[config.mk]
export PLATFORM = sky130hd
export DESIGN_NAME = dmsc_top
export DESIGN_NICKNAME = d
export VERILOG_FILES = /design/src/rtl/dmsc_pkg.sv /design/src/rtl/dmsc_top.sv
export SDC_FILE = /design/constraint.sdc
export NUM_CORES = 1
export LEC_CHECK = 0
export BUFFER_PORTS_ARGS = -buffer_cell sky130_fd_sc_hd__buf_4
export CAP_MARGIN = 20
export CORE_MARGIN = 2
export CORE_UTILIZATION = 45
export DETAILED_ROUTE_END_ITERATION = 10
export PLACE_DENSITY = 0.67
export SKIP_LAST_GASP = 1
export SYNTH_ARGS = -nofsm -noshare
export SYNTH_HDL_FRONTEND = slang
export SYNTH_SLANG_ARGS = --single-unit
[constraint.sdc]
create_clock -name i_sys_clk -period 2.45 [get_ports i_sys_clk]
set_input_delay 0.3675 -clock i_sys_clk [delete_from_list [all_inputs] [get_ports i_sys_clk]]
set_output_delay 0.3675 -clock i_sys_clk [all_outputs]
set_load 0.05 [all_outputs]
[src/rtl/dmsc_pkg.sv]
package dmsc_pkg;

  // Register indices; byte address on the bus is four times the index
  localparam logic [13:0] IDX_DCNTL = 14'h3bec;
  localparam logic [13:0] IDX_DCNTH = 14'h3bed;
  localparam logic [13:0] IDX_DSZL = 14'h3bee;
  localparam logic [13:0] IDX_DSZH = 14'h3bef;
  localparam logic [13:0] IDX_DSAL = 14'h3bf0;
  localparam logic [13:0] IDX_DSAH = 14'h3bf1;
  localparam logic [13:0] IDX_SCNTL = 14'h3bf2;
  localparam logic [13:0] IDX_SCNTH = 14'h3bf3;
  localparam logic [13:0] IDX_SPTRL = 14'h3bf4;
  localparam logic [13:0] IDX_SPTRH = 14'h3bf5;
  localparam logic [13:0] IDX_SPTRU = 14'h3bf6;
  localparam logic [13:0] IDX_SSZL = 14'h3bf7;
  localparam logic [13:0] IDX_SSZH = 14'h3bf8;
  localparam logic [13:0] IDX_SSAL = 14'h3bf9;
  localparam logic [13:0] IDX_SSAH = 14'h3bfa;
  localparam logic [13:0] IDX_SSAU = 14'h3bfb;
  localparam logic [13:0] IDX_MODE = 14'h3bfc;
  localparam logic [13:0] IDX_RUN = 14'h3bfd;
  localparam logic [13:0] IDX_ASEL = 14'h3bfe;
  localparam logic [13:0] IDX_SSEL = 14'h3bff;

  // Field widths
  localparam int CNT_W = 12;
  localparam int SADR_W = 22;
  localparam int DADR_W = 16;

  // Mode control fields
  localparam int MODE_DST_STOP = 5;
  localparam int MODE_SRC_STOP = 0;

  // Run control fields
  localparam int RUN_EN = 7;
  localparam int RUN_SEN = 6;
  localparam int RUN_GO = 5;
  localparam int RUN_AEN = 2;
  localparam int RUN_FULL = 0;

  // Reset values, and the count value one
  localparam logic [7:0] BYTE_RST = 8'h00;
  localparam logic [CNT_W-1:0] CNT_RST = 12'h000;
  localparam logic [SADR_W-1:0] SADR_RST = 22'h000000;
  localparam logic [DADR_W-1:0] DADR_RST = 16'h0000;
  localparam logic [CNT_W-1:0] CNT_ONE = 12'h001;

  // Lag from a stop condition to the engine seeing it, in cycles
  localparam int STOP_LAG_CYC = 1;

  typedef enum logic [1:0] {
    ST_IDLE,
    ST_READ,
    ST_WRITE
  } dmsc_state_t;

  typedef struct packed {
    logic valid;
    logic [SADR_W-1:0] addr;
  } dmsc_rd_t;

  typedef struct packed {
    logic valid;
    logic [DADR_W-1:0] addr;
    logic [7:0] data;
  } dmsc_wr_t;

endpackage : dmsc_pkg

[src/rtl/dmsc_top.sv]
// Overview of operation
// - A selected peripheral interrupt starts a message; software picks it.
// - Start source is sampled only while start trigger enable is set.
// - Clearing start trigger enable does not halt a running message.
// - Clearing transfer go pauses; setting it again resumes the message.
// - Byte held after a read is not written while go is clear.
// - Abort source is sampled only while abort trigger enable is set.
// - Abort clears go, start trigger enable and abort trigger enable.
// - Abort keeps all channel state so go resumes where it stopped.
// - Source count reload completes message; source stop bit halts.
// - Dest count reload completes message; dest stop bit halts.
// - A count leaving one reloads from its size; reads zero only when its size is zero.
// - Clearing enable hard-stops and returns the channel to defaults.
// - A stop takes effect one cycle late; one more access may occur.
//
// The APB interface to the registers was chosen for this implementation.
`timescale 1ns/10ps
`default_nettype none

module dmsc_top #(
  parameter int N_IRQ = 128
) (
  // Clock and reset
  input wire logic i_sys_clk,
  input wire logic i_rstn,
  // APB slave
  input wire logic i_psel,
  input wire logic i_penable,
  input wire logic i_pwrite,
  input wire logic [15:0] i_paddr,
  input wire logic [31:0] i_pwdata,
  output logic o_pready,
  output logic [31:0] o_prdata,
  output logic o_pslverr,
  // Interrupt lines of on-chip peripherals
  input wire logic [N_IRQ-1:0] i_irq_lines,
  // Source read port
  output dmsc_pkg::dmsc_rd_t o_rd,
  input wire logic i_rd_ack,
  input wire logic [7:0] i_rd_data,
  // Destination write port
  output dmsc_pkg::dmsc_wr_t o_wr,
  input wire logic i_wr_ack,
  // Message completion pulses
  output logic o_src_done,
  output logic o_dst_done
);

  localparam int CW = dmsc_pkg::CNT_W;

  // Configuration
  logic [CW-1:0] ssz_reg;
  logic [CW-1:0] dsz_reg;
  logic [dmsc_pkg::SADR_W-1:0] ssa_reg;
  logic [dmsc_pkg::DADR_W-1:0] dsa_reg;
  logic [7:0] mode_reg;
  logic [7:0] ssel_reg;
  logic [7:0] asel_reg;

  // Run control
  logic en_reg;
  logic sen_reg;
  logic go_reg;
  logic aen_reg;
  logic run_reg;

  // Channel state
  dmsc_pkg::dmsc_state_t state_reg;
  logic [CW-1:0] scnt_reg;
  logic [CW-1:0] dcnt_reg;
  logic [dmsc_pkg::SADR_W-1:0] sptr_reg;
  logic [dmsc_pkg::DADR_W-1:0] dptr_reg;
  logic [7:0] buf_reg;
  logic full_reg;

  // Trigger sampling
  logic start_prev_reg;
  logic abort_prev_reg;
  logic start_lvl;
  logic abort_lvl;
  logic start_req;
  logic abort_req;
  logic [255:0] irq_ext;

  // Bus decode
  logic acc;
  logic wr_fire;
  logic [13:0] idx;
  logic aligned;
  logic hit;
  logic [7:0] rd_mux;
  logic [7:0] wd;
  logic rc_wr;

  // Engine events
  logic src_reload;
  logic dst_reload;
  logic stop_cnt;

  assign acc = i_psel & i_penable;
  assign wr_fire = acc & o_pready & i_pwrite;
  assign idx = i_paddr[15:2];
  assign aligned = (i_paddr[1:0] == 2'h0);
  assign wd = i_pwdata[7:0];
  assign rc_wr = wr_fire & hit & (idx == dmsc_pkg::IDX_RUN);

  always_comb begin
    hit = aligned;
    rd_mux = 8'h00;
    case (idx)
      dmsc_pkg::IDX_DCNTL: rd_mux = dcnt_reg[7:0];
      dmsc_pkg::IDX_DCNTH: rd_mux = {4'h0, dcnt_reg[11:8]};
      dmsc_pkg::IDX_DSZL: rd_mux = dsz_reg[7:0];
      dmsc_pkg::IDX_DSZH: rd_mux = {4'h0, dsz_reg[11:8]};
      dmsc_pkg::IDX_DSAL: rd_mux = dsa_reg[7:0];
      dmsc_pkg::IDX_DSAH: rd_mux = dsa_reg[15:8];
      dmsc_pkg::IDX_SCNTL: rd_mux = scnt_reg[7:0];
      dmsc_pkg::IDX_SCNTH: rd_mux = {4'h0, scnt_reg[11:8]};
      dmsc_pkg::IDX_SPTRL: rd_mux = sptr_reg[7:0];
      dmsc_pkg::IDX_SPTRH: rd_mux = sptr_reg[15:8];
      dmsc_pkg::IDX_SPTRU: rd_mux = {2'h0, sptr_reg[21:16]};
      dmsc_pkg::IDX_SSZL: rd_mux = ssz_reg[7:0];
      dmsc_pkg::IDX_SSZH: rd_mux = {4'h0, ssz_reg[11:8]};
      dmsc_pkg::IDX_SSAL: rd_mux = ssa_reg[7:0];
      dmsc_pkg::IDX_SSAH: rd_mux = ssa_reg[15:8];
      dmsc_pkg::IDX_SSAU: rd_mux = {2'h0, ssa_reg[21:16]};
      dmsc_pkg::IDX_MODE: rd_mux = mode_reg;
      dmsc_pkg::IDX_RUN: begin
        rd_mux = 8'h00;
        rd_mux[dmsc_pkg::RUN_EN] = en_reg;
        rd_mux[dmsc_pkg::RUN_SEN] = sen_reg;
        rd_mux[dmsc_pkg::RUN_GO] = go_reg;
        rd_mux[dmsc_pkg::RUN_AEN] = aen_reg;
        rd_mux[dmsc_pkg::RUN_FULL] = full_reg;
      end
      dmsc_pkg::IDX_ASEL: rd_mux = asel_reg;
      dmsc_pkg::IDX_SSEL: rd_mux = ssel_reg;
      default: hit = 1'b0;
    endcase
  end

  // One wait state on every access keeps the read mux off the timing path
  always_ff @(posedge i_sys_clk or negedge i_rstn) begin
    if (!i_rstn) begin
      o_pready <= 1'b0;
      o_prdata <= 32'h0000_0000;
      o_pslverr <= 1'b0;
    end else begin
      o_pready <= acc & ~o_pready;
      if (acc & ~o_pready) begin
        o_prdata <= (hit & ~i_pwrite) ? {24'h000000, rd_mux} : 32'h0;
        o_pslverr <= ~hit;
      end
    end
  end

  always_ff @(posedge i_sys_clk or negedge i_rstn) begin
    if (!i_rstn) begin
      ssz_reg <= dmsc_pkg::CNT_RST;
      dsz_reg <= dmsc_pkg::CNT_RST;
      ssa_reg <= dmsc_pkg::SADR_RST;
      dsa_reg <= dmsc_pkg::DADR_RST;
      mode_reg <= dmsc_pkg::BYTE_RST;
      ssel_reg <= dmsc_pkg::BYTE_RST;
      asel_reg <= dmsc_pkg::BYTE_RST;
    end else if (wr_fire & hit) begin
      case (idx)
        dmsc_pkg::IDX_DSZL: dsz_reg[7:0] <= wd;
        dmsc_pkg::IDX_DSZH: dsz_reg[11:8] <= wd[3:0];
        dmsc_pkg::IDX_DSAL: dsa_reg[7:0] <= wd;
        dmsc_pkg::IDX_DSAH: dsa_reg[15:8] <= wd;
        dmsc_pkg::IDX_SSZL: ssz_reg[7:0] <= wd;
        dmsc_pkg::IDX_SSZH: ssz_reg[11:8] <= wd[3:0];
        dmsc_pkg::IDX_SSAL: ssa_reg[7:0] <= wd;
        dmsc_pkg::IDX_SSAH: ssa_reg[15:8] <= wd;
        dmsc_pkg::IDX_SSAU: ssa_reg[21:16] <= wd[5:0];
        dmsc_pkg::IDX_MODE: mode_reg <= wd;
        dmsc_pkg::IDX_ASEL: asel_reg <= wd;
        dmsc_pkg::IDX_SSEL: ssel_reg <= wd;
        default: ;
      endcase
    end
  end

  // Lines above N_IRQ read as idle
  assign irq_ext = 256'(i_irq_lines);
  assign start_lvl = irq_ext[ssel_reg];
  assign abort_lvl = irq_ext[asel_reg];
  // A request is the rising edge of the selected line
  assign start_req = en_reg & sen_reg & start_lvl & ~start_prev_reg;
  assign abort_req = en_reg & aen_reg & abort_lvl & ~abort_prev_reg;

  always_ff @(posedge i_sys_clk or negedge i_rstn) begin
    if (!i_rstn) begin
      start_prev_reg <= 1'b0;
      abort_prev_reg <= 1'b0;
    end else begin
      start_prev_reg <= start_lvl;
      abort_prev_reg <= abort_lvl;
    end
  end

  assign src_reload = (state_reg == dmsc_pkg::ST_READ) & o_rd.valid &
                      i_rd_ack & (scnt_reg == dmsc_pkg::CNT_ONE);
  assign dst_reload = (state_reg == dmsc_pkg::ST_WRITE) & o_wr.valid &
                      i_wr_ack & (dcnt_reg == dmsc_pkg::CNT_ONE);
  assign stop_cnt = (src_reload & mode_reg[dmsc_pkg::MODE_SRC_STOP]) |
                    (dst_reload & mode_reg[dmsc_pkg::MODE_DST_STOP]);

  // Later assignments take priority: start beats a software clear of go,
  // a count stop beats start, abort and hard-stop beat everything
  always_ff @(posedge i_sys_clk or negedge i_rstn) begin
    if (!i_rstn) begin
      en_reg <= 1'b0;
      sen_reg <= 1'b0;
      go_reg <= 1'b0;
      aen_reg <= 1'b0;
    end else begin
      if (rc_wr) begin
        en_reg <= wd[dmsc_pkg::RUN_EN];
        sen_reg <= wd[dmsc_pkg::RUN_SEN];
        go_reg <= wd[dmsc_pkg::RUN_GO] & wd[dmsc_pkg::RUN_EN];
        aen_reg <= wd[dmsc_pkg::RUN_AEN];
      end
      if (start_req) begin
        go_reg <= 1'b1;
      end
      if (stop_cnt) begin
        go_reg <= 1'b0;
      end
      if (abort_req) begin
        go_reg <= 1'b0;
        sen_reg <= 1'b0;
        aen_reg <= 1'b0;
      end
      if (rc_wr & ~wd[dmsc_pkg::RUN_EN]) begin
        sen_reg <= 1'b0;
        go_reg <= 1'b0;
        aen_reg <= 1'b0;
      end
    end
  end

  // The engine sees go one cycle late, so a stop lets one access through
  always_ff @(posedge i_sys_clk or negedge i_rstn) begin
    if (!i_rstn) begin
      run_reg <= 1'b0;
    end else begin
      run_reg <= go_reg;
    end
  end

  // Abort and soft-stop touch nothing here; only enable low reloads
  always_ff @(posedge i_sys_clk or negedge i_rstn) begin
    if (!i_rstn) begin
      state_reg <= dmsc_pkg::ST_IDLE;
      scnt_reg <= dmsc_pkg::CNT_RST;
      dcnt_reg <= dmsc_pkg::CNT_RST;
      sptr_reg <= dmsc_pkg::SADR_RST;
      dptr_reg <= dmsc_pkg::DADR_RST;
      buf_reg <= dmsc_pkg::BYTE_RST;
      full_reg <= 1'b0;
      o_rd <= '0;
      o_wr <= '0;
    end else if (!en_reg) begin
      // An outstanding bus request is dropped on a hard-stop
      state_reg <= dmsc_pkg::ST_IDLE;
      scnt_reg <= ssz_reg;
      dcnt_reg <= dsz_reg;
      sptr_reg <= ssa_reg;
      dptr_reg <= dsa_reg;
      full_reg <= 1'b0;
      o_rd <= '0;
      o_wr <= '0;
    end else begin
      case (state_reg)
        dmsc_pkg::ST_IDLE: begin
          if (run_reg) begin
            state_reg <= dmsc_pkg::ST_READ;
          end
        end
        dmsc_pkg::ST_READ: begin
          if (o_rd.valid) begin
            if (i_rd_ack) begin
              o_rd.valid <= 1'b0;
              buf_reg <= i_rd_data;
              full_reg <= 1'b1;
              state_reg <= dmsc_pkg::ST_WRITE;
              if (scnt_reg == dmsc_pkg::CNT_ONE) begin
                scnt_reg <= ssz_reg;
                sptr_reg <= ssa_reg;
              end else begin
                scnt_reg <= scnt_reg - dmsc_pkg::CNT_ONE;
                sptr_reg <= sptr_reg + 22'h000001;
              end
            end
          end else if (run_reg) begin
            o_rd.valid <= 1'b1;
            o_rd.addr <= sptr_reg;
          end
        end
        dmsc_pkg::ST_WRITE: begin
          if (o_wr.valid) begin
            if (i_wr_ack) begin
              o_wr.valid <= 1'b0;
              full_reg <= 1'b0;
              state_reg <= dmsc_pkg::ST_READ;
              if (dcnt_reg == dmsc_pkg::CNT_ONE) begin
                dcnt_reg <= dsz_reg;
                dptr_reg <= dsa_reg;
              end else begin
                dcnt_reg <= dcnt_reg - dmsc_pkg::CNT_ONE;
                dptr_reg <= dptr_reg + 16'h0001;
              end
            end
          end else if (run_reg) begin
            // Held byte waits here while go is clear
            o_wr.valid <= 1'b1;
            o_wr.addr <= dptr_reg;
            o_wr.data <= buf_reg;
          end
        end
        default: state_reg <= dmsc_pkg::ST_IDLE;
      endcase
    end
  end

  always_ff @(posedge i_sys_clk or negedge i_rstn) begin
    if (!i_rstn) begin
      o_src_done <= 1'b0;
      o_dst_done <= 1'b0;
    end else begin
      o_src_done <= src_reload;
      o_dst_done <= dst_reload;
    end
  end
endmodule : dmsc_top

`default_nettype wire

=== Yosys cells after proc, flatten, opt, wreduce, memory -nomap -nowiden ===
Index checks and enable logic that the tools add are counted.

* Shifts and indexed selects: 0
* Eq/ne operators: 39
* Div/mod/pow operators: 0
* Add/subtract/negate cells: 4
* Multipliers: 0
* Order comparisons: 2
* Reduce and logical (&&, ||, !) cells: 24
* Mux-type cells: 63
* Bitwise gates (word level): 30

{| class="wikitable"
|+ Operators with widths
! cell !! number
|-
| equality test 14 bit (second input constant) || 20
|-
| one-hot mux 8 bit (20 select lines) || 1
|-
| two-way mux 22 bit || 6
|-
| two-way mux 12 bit || 10
|-
| two-way mux 16 bit || 5
|-
| two-way mux 25 bit || 3
|-
| two-way mux 23 bit || 3
|-
| equality test 12 x 1 -> 1 bit (second input constant) || 2
|-
| two-way mux 24 bit || 1
|-
| AND reduction 2 bit || 12
|-
| subtractor 12 x 1 -> 12 bit (second input constant) || 2
|-
| bitwise AND 1 bit || 23
|-
| two-way mux 1 bit || 23
|-
| adder 22 x 1 -> 22 bit (second input constant) || 1
|-
| OR reduction 20 bit || 1
|-
| < comparator 8 x 9 -> 1 bit (second input constant) || 2
|-
| adder 16 x 1 -> 16 bit (second input constant) || 1
|-
| binary-select mux 1 bit (select 8 bit) || 2
|-
| != test 3 bit (second input constant) || 5
|-
| two-way mux 2 bit || 6
|-
| != test 2 bit (second input constant) || 6
|-
| AND reduction 3 bit || 4
|-
| AND reduction 5 bit || 2
|-
| two-way mux 8 bit || 1
|-
| 12 further kinds || 20
|}

* Output and inout port bits: 84
* Register bits after elaboration: 250
* Logic and storage cells: 198
* RAM bits: 0
* Memories: 0
* Bits in latches: 0
* Bits in read-only memories: 0
* Input port bits: 191

=== Longest topological paths before layout ===
Gate-level depths: netlist of the first run.

* Depth after elaboration: 10
* Mapped depth: 10
* Mapped depth without buffers: 8

=== Worst setup path before layout of the first run ===
Ideal clock, no wire load.

* Path kind: flip-flop to flip-flop
* Start: register o_pready
* End: register dsa_reg[10] (netlist bit)
* Stages on the path, launching flop included: 8
* Path buffers: 2
* Slack: 34 ps
* Setup time: 125 ps
* Clock period less this slack: 2,416 ps
* Required time: 2,325 ps
* Arrival time: 2,291 ps
* Path through: dfrtp_1 -> nand2_1 -> nor4_1 -> and2_1 -> buf_2 -> and3_1 -> buf_4 -> mux2_2

* Longest elaborated chain between the ends: 4

{| class="wikitable"
|+ Ends and longest elaborated chain
! what !! line !! RTL
|-
| start, declared || dmsc_top.sv:32 || <nowiki>output logic o_pready,</nowiki>
|-
| start signal, assigned || dmsc_top.sv:149 || <nowiki>o_pready <= acc & ~o_pready;</nowiki>
|-
| bitwise AND 1 bit (2 in series) || dmsc_top.sv:101 || <nowiki>assign wr_fire = acc & o_pready & i_pwrite;</nowiki>
|-
| bitwise AND 1 bit || dmsc_top.sv:166 || <nowiki>end else if (wr_fire & hit) begin</nowiki>
|-
| AND reduction 2 bit (no source line) || -- ||
|-
| end signal, assigned || dmsc_top.sv:162 || <nowiki>dsa_reg <= dmsc_pkg::DADR_RST;</nowiki>
|-
| end, declared || dmsc_top.sv:55 || <nowiki>logic [dmsc_pkg::DADR_W-1:0] dsa_reg;</nowiki>
|}

Every way passes these cells.
A chain may end at the register's enable or synchronous reset.

=== Final worst setup path of the first run ===
* Start: register ssel_reg[0]
* End: register go_reg

* Longest elaborated chain between the ends: 8
* Elaborated cells between the ends (all ways): 9
* Those cells by class: mux: 6; bitwise: 2; reduce/logical: 1

{| class="wikitable"
|+ Ends and longest elaborated chain
! what !! line !! RTL
|-
| start, declared || dmsc_top.sv:57 || <nowiki>logic [7:0] ssel_reg;</nowiki>
|-
| start signal, assigned || dmsc_top.sv:164 || <nowiki>ssel_reg <= dmsc_pkg::BYTE_RST;</nowiki>
|-
| start signal, assigned || dmsc_top.sv:179 || <nowiki>dmsc_pkg::IDX_SSEL: ssel_reg <= wd;</nowiki>
|-
| binary-select mux 1 bit (select 8 bit) * || dmsc_top.sv:187 || <nowiki>assign start_lvl = irq_ext[ssel_reg];</nowiki>
|-
| two-way mux 1 bit (implied by the code) * || dmsc_top.sv:187 ||
|-
| via start_lvl || dmsc_top.sv:79 || <nowiki>logic start_lvl;</nowiki>
|-
| bitwise AND 1 bit * (2 in series) || dmsc_top.sv:190 || <nowiki>assign start_req = en_reg & sen_reg & start_lvl & ~start_prev_reg;</nowiki>
|-
| two-way mux 1 bit || dmsc_top.sv:225 || <nowiki>if (start_req) begin</nowiki>
|-
| two-way mux 1 bit || dmsc_top.sv:228 || <nowiki>if (stop_cnt) begin</nowiki>
|-
| two-way mux 1 bit || dmsc_top.sv:231 || <nowiki>if (abort_req) begin</nowiki>
|-
| two-way mux 1 bit || dmsc_top.sv:236 || <nowiki>if (rc_wr & ~wd[dmsc_pkg::RUN_EN]) begin</nowiki>
|-
| end signal, assigned || dmsc_top.sv:222 || <nowiki>go_reg <= wd[dmsc_pkg::RUN_GO] & wd[dmsc_pkg::RUN_EN];</nowiki>
|-
| end, declared || dmsc_top.sv:63 || <nowiki>logic go_reg;</nowiki>
|}

Mark *: on every way through the listed nets, which the timed path passes. The rest lies on a longest branch. The select of a mux whose other input is x is not followed.

==> results of run 1 <==
## report_power, final
part,total [mW],internal [mW],switching [mW]
logic,0.626,0.289,0.338
registers,3.74,3.73,0.00112
clock network,4.05,2.47,1.58
## cells in the final DEF (no fill, tap or decap), types with 24 or more instances in the layout
master     netlist  routed
nand3_1         35      35
buf_4           32     337
a21boi_0        47      47
nand2_1        197     197
clkbuf_16        0      25
mux2_2          99      99
a21oi_1         92      92
o21ai_0         71      71
conb_1           1      24
mux2i_1         30      28
mux4_2          48      48
o22ai_1         25      25
nor2_1          65      65
dfrtp_1        226     223
a22oi_1         30      30
## stage by stage
step	TNS, ps	area, um^2
after global placement	-31.45	16440
after detailed placement	-431.5	16450
after global routing	-254.0	17400
after CTS	0	17360
after floorplan	0	13890
final	0	17410
## worst max-delay path: stages, from the launching register on
cell and delay (ps):
dfrtp_2 370, buf_12 190, mux4_1 570, or2_2 290
a221oi_1 290, or4_1 230, a41oi_2 150, nand4b_1 130
a211oi_2 80
## metal layers
layer | up-vias | track usage [%] | part of all wire (%)
li1 | 5574 | - | -
met3 | 84 | 4.347 | 8.4
met2 | 609 | 43.49 | 46
met4 | 0 | 6.788 | 2.4
met5 | - | 0 | 0
met1 | 6057 | 38.40 | 43
## logic make-up (layout without fill, tap and decap cells)
| kind of cell | after synthesis | after routing | synth area share [%] |
|---|---|---|---|
| AOI/OAI and AO/OA | 346 | 346 | 16.41 |
| adders and majority gates | 6 | 6 | 0.5440 |
| buffers and inverters | 145 | 419 | 5.875 |
| DFF | 226 | 226 | 40.98 |
| muxes | 189 | 189 | 20.37 |
| other | 1 | 25 | 0.02717 |
| and+or+nand+nor | 436 | 436 | 15.79 |
## area by class of cell
| type | count | share of cell area [%] |
|---|---|---|
| repair buffers | 354 | 16.30 |
| clock buffers | 34 | 4.076 |
| clock inverters | 12 | 1.049 |
| well taps | 396 | 2.846 |
| diodes | 1 | 0.01438 |
| flip-flops and latches | 226 | 32.51 |
| inverters | 19 | 0.4097 |
| multi-input cells | 1001 | 42.79 |
## path summary, 6_finish.rpt
path / startpoint / to / slack [ps] / cells past startpoint
hold / removal: i_rd_data[7] / buf_reg[7] / 60 / 2
hold reg to reg: o_prdata[4] / o_prdata[4] / 490 / 1
max in group asynchronous: i_rstn / sen_reg / 1350 / 3
min in group asynchronous: i_rstn / dptr_reg[15] / 400 / 2
setup / recovery: ssel_reg[0] / go_reg / 20 / 8
setup reg to reg: ssel_reg[0] / go_reg / 20 / 8
## timing repair
item | in CTS | in global routing
pin swaps | 0 | 4
hold buffers | 1 | 0
setup buffers | 0 | 3
gates resized for setup | 2 | 5
endpoints found under the hold margin | 69 | 0
endpoints found under the setup margin | 3 | 13
==> results by group, run 1 <==
Outcome
  • Status: complete, no violations

Final layout
  • Util after Layout: 57.20%
  • Register area: 0.005659 mm^2
  • Number of flip-flops in the largest register: 25
  • Multi-input logic area: 0.007448 mm^2
  • Share of post-route cells with drive strength above 1: 34.87%
  • Area grow syn2layout: 26.13%
  • Finished Layout Cells: 2,043
  • Largest reg by FF count: o_wr
  • Nets@finish: 1,824
  • Fill cells: 2,632
  • Regs by FF count: o_wr: 25 flops, o_rd: 23 flops

GRT
  • Pin count of the biggest net entering global routing: 76
  • First-pass GRT wire length: 67,740 um
  • Vias in the first global route: 12,100
  • Initial antenna violation count: 0
  • Global-route usage over all layers: 27.09%
  • Grt ovf: 0

Synth
  • Synth unique cells: 80
  • Post-synthesis sequential area ratio: 40.98%
  • Syn. warnings: 0
  • Top_reg_cell synth: dfrtp_1
  • List of most frequent post-synthesis cells: dfrtp_1 (226), nand2_1 (197), mux2_2 (99), a21oi_1 (92), o21ai_0 (71)
  • Yosys top cell area share: 40.98%
  • Post-synthesis register bit count: 226
  • Syn avg cell area: 10.23 um^2
  • Mapped Cells: 1,349
  • Share of synthesized flip-flops with an asynchronous set or reset: 100.0%
  • Cell taking the most area after synthesis: dfrtp_1
  • Synth area leaders: dfrtp_1 (41%), mux2_2 (8.1%), mux4_2 (7.8%)
  • Post-synth EDFFs: 0
  • Top-count cell post-synth: dfrtp_1
  • Netlist Area Pre-Place: 0.01380 mm^2

Clocking
  • TritonCTS clock tree: done
  • CTS H-tree lvls: 1
  • Worst-Skew Late Latency: 540 ps
  • Clock Sinks: 226
  • CTS buffer count: 25
  • Longest Clk Path Bufs: 3
  • CTS Root Cell: clkbuf_16
  • Clock-pin slew on the worst setup and hold paths: 60 ps

Detailed routing
  • Post-route ant nets: 0
  • Wire per inst: 21.25 um
  • DR vias/cell: 6.032
  • Initial drt markers: 1,187
  • DR vias: 12,320
  • Routed Wire Length: 43,420 um
  • TritonRoute pass-1 iters: 8
  • DRC: 0

Critical path
  • Nature of the critical path startpoint: flop
  • Worst EP arrival: 2850 ps
  • Critical path capture point type: flop
  • Crit Path Max Fanout: 19
  • Critical Path RT: 2870 ps
  • Critical path class: reg2reg

Placed design
  • Placed cell count: 1,992
  • Routability cong.: 0.9471
  • DP Worst Slack: -102.1 ps
  • Port bufs: 226
  • Dpl hpwl: 32,410 um

Flow run
  • Max-cap violations: 0

Floorplan
  • I/O Pins: 275
  • Site Rows: 64
  • Width of the chip: 179.1 um
  • Die area: 0.03209 mm^2
  • Starting Density: 45.35%
  • Core Region: 0.03043 mm^2
  • Die outline height: 179.1 um

STA
  • Fin crit share: 99.10%
  • Hold Vio Cnt, Final: 0
  • Fin worst setup slack: 21.99 ps
  • Least-Margin Pin Slew: 819.0 ps
  • Minimum clock period: 2428 ps
  • # setup viols final: 0
  • Rel. slew slack: 45.40%
  • Hold WS: 61.24 ps
  • Clock Skew: 20.39 ps
  • RSZ-0062 raised after global routing: yes
  • Max-slew violation count: 0
  • Fmax: 0.4119 GHz

Pwr
  • P_leak: 7.696 nW
  • Final Total Pwr: 8.408 mW
  • Power per Cell Area: 483.0 mW/mm^2
  • Peak VDD IR: 0.0004286 V

Hold path
  • Hold Crit Class: in2reg
No activity file was read; power rests on OpenSTA's default activity.
==> inputs of run 2 (changes only) <==
- CORE_MARGIN: 2 -> 3
- CORE_UTILIZATION: 45 -> 44
- PLACE_DENSITY: 0.67 -> 0.66
==> results by group, run 2 (synthesis gave the netlist of run 1 again) <==
STA
  • # setup viols final: 0 (unchanged)
  • Hold Vio Cnt, Final: 0 (unchanged)
  • Clock Skew: 13.21 ps (-7.180 ps)
  • Max-slew violation count: 0 (unchanged)
  • Least-Margin Pin Slew: 732.4 ps (-86.60 ps)
  • Hold WS: 54.81 ps (-6.430 ps)
  • Rel. slew slack: 49.91% (+4.5 points)
  • RSZ-0062 raised after global routing: yes
  • Minimum clock period: 2431 ps (+3.456 ps)
  • Fmax: 0.4113 GHz (-0.14%)
  • Fin crit share: 99.24% (+0.14 points)
  • Fin worst setup slack: 18.54 ps (-3.456 ps)

GRT
  • Grt ovf: 0 (unchanged)
  • Grt met2 use: 42.38% (-1.1 points)
  • Busiest grt layer: met2
  • Met3 Use GR: 4.463% (+0.12 points)
  • Vias in the first global route: 12,040 (-0.49%)
  • Pin count of the biggest net entering global routing: 67 (-12%)
  • First-pass GRT wire length: 67,720 um (about the same)
  • Global-route usage over all layers: 25.65% (-1.4 points)
  • GR Util met1: 35.69% (-2.7 points)
  • Initial antenna violation count: 0 (unchanged)

Final layout
  • Largest reg by FF count: o_wr
  • Area grow syn2layout: 25.53%
  • Commonest non-fill, non-tap cell in the layout: buf_4
  • Multi-input logic area: 0.007440 mm^2 (-0.12%)
  • Number of flip-flops in the largest register: 25 (unchanged)
  • Register area: 0.005659 mm^2 (unchanged)
  • Final Cell Area: 0.01732 mm^2 (-0.47%)
  • Fill cells: 2,734 (+3.9%)
  • Share of post-route cells with drive strength above 1: 34.66% (-0.22 points)
  • Ant diodes: 0 (-1)
  • Most frequent cells in the layout: buf_4 (329), dfrtp_1 (223), nand2_1 (196)
  • Nets@finish: 1,818 (-0.33%)
  • Regs by FF count: o_wr: 25 flops, o_rd: 23 flops

Floorplan
  • Die outline height: 183.1 um (+2.2%)
  • Width of the chip: 183.1 um (+2.2%)
  • Site Rows: 64 (unchanged)
  • Starting Density: 44.88% (-0.47 points)
  • I/O Pins: 275 (unchanged)
  • Die area: 0.03353 mm^2 (+4.5%)
  • Core Region: 0.03075 mm^2 (+1.1%)

Detailed routing
  • Post-route ant nets: 0 (unchanged)
  • TritonRoute pass-1 iters: 8 (unchanged)
  • Initial drt markers: 1,147 (-3.4%)
  • DRC: 0 (unchanged)
  • Routed Wire Length: 43,890 um (+1.1%)
  • DR vias: 12,170 (-1.2%)
  • DR vias/cell: 5.980 (-0.86%)
  • Wire per inst: 21.57 um (+1.5%)

Pwr
  • Clk pwr share: 46.5% (-1.6 points)
  • P_leak: 7.649 nW (-0.62%)
  • Switching power: 1.912 mW (-0.40%)
  • Internal power consumption: 6.224 mW (-4.1%)
  • Sw frac: 23.50% (+0.67 points)
  • Final Total Pwr: 8.136 mW (-3.2%)
  • Peak VDD IR: 0.0003935 V (-8.2%)
  • Comb pwr share: 7.5% (about the same)
  • Power per Cell Area: 469.6 mW/mm^2 (-2.8%)
  • Reg power frac: 45.9% (+1.5 points)

Clocking
  • Clock-pin slew on the worst setup and hold paths: 60 ps (about the same)
  • Worst-Skew Late Latency: 540 ps (about the same)
  • Clock Sinks: 226 (unchanged)
  • CTS buffer count: 25 (unchanged)
  • Longest Clk Path Bufs: 3 (unchanged)
  • CTS H-tree lvls: 1 (unchanged)
  • TritonCTS clock tree: done
  • CTS Root Cell: clkbuf_16

Critical path
  • Nature of the critical path startpoint: flop
  • Largest stage delay, worst path: 520 ps (-50 ps)
  • Crit-path leading delay family: multiplexers
  • Critical Path RT: 2910 ps (+40 ps)
  • Crit path max-delay cell type: mux4_2
  • Critical path capture point type: flop
  • CP Buf/Inv Count: 1 (unchanged)
  • Critical path class: reg2reg
  • R2r startpoint: asel_reg[0]
  • Flop2flop setup slack: 20 ps (about the same)
  • Crit-path cells: buf_12, mux4_2, mux2i_1, a22oi_1, a311oi_1, nor4_2, and4b_1, a211oi_2
  • Worst EP arrival: 2890 ps (+40 ps)
  • Crit path from: asel_reg[0]
  • Crit Path Max Fanout: 14 (-5)

Flow run
  • Max-cap violations: 0 (unchanged)

Placed design
  • Port bufs: 226 (unchanged)
  • Dpl hpwl: 33,210 um (+2.5%)
  • DP Worst Slack: -65.98 ps (+36.08 ps)
  • Placed cell areas: 0.01643 mm^2 (about the same)
  • Routability cong.: 0.9494 (+0.24%)

Hold path
  • Hold Crit Class: in2reg
  • Hold Startpoint: i_rd_data[1]

Outcome
  • Status: complete, no violations
==> run 2: per-layer routing <==
metal  wire length (um)  vias up
li1                   -     5547
met1              18700     6018
met2              20770      530
met3               3387       75
met4               1040        0
met5                  0        -
==> run 2: final timing paths <==
kind                       depth (start not counted)            to
hold reg to reg                                    2   o_prdata[6]
hold / removal                                     2    buf_reg[1]
setup / recovery                                   8        go_reg
max in group asynchronous                          3  sptr_reg[21]
min in group asynchronous                          2      o_wr[22]
setup reg to reg                                   8        go_reg
==> run 2: power by group through the flow <==
stage	sequential, mW	combinational [mW]	clock, mW
after floorplan	3.81	0.254	0
after global placement	3.80	0.600	0
after detailed placement	3.80	0.611	0
after CTS	3.74	0.615	3.86
after global routing	3.73	0.659	4.00
final	3.74	0.613	3.79
==> run 2: final cells by class <==
class	count	area share [%]
Clock inverter	11	0.6428
Sequential cell	226	32.67
Clock buffer	34	4.211
Multi-Input combinational cell	1001	42.94
Timing Repair Buffer	348	16.26
Tap cell	396	2.860
Inverter	19	0.4117
==> run 2: timing repair <==
action                                 in CTS  in global routing
hold buffers                                1                  0
gates resized for setup                     2                  4
pin swaps                                   0                  2
buffers inserted                            0                  2
setup endpoints to repair                   3                 23
endpoints found under the hold margin      50                  0
==> run 2: metrics by stage <==
stage	cells	util [%]	TNS [ps]
floorplan	1372	-	0
global placement	1986	53.41	-197.0
finish	2035	56.34	0
global route	2035	56.34	-208.0
CTS	2033	56.24	0
detailed placement	1987	53.45	-547.1
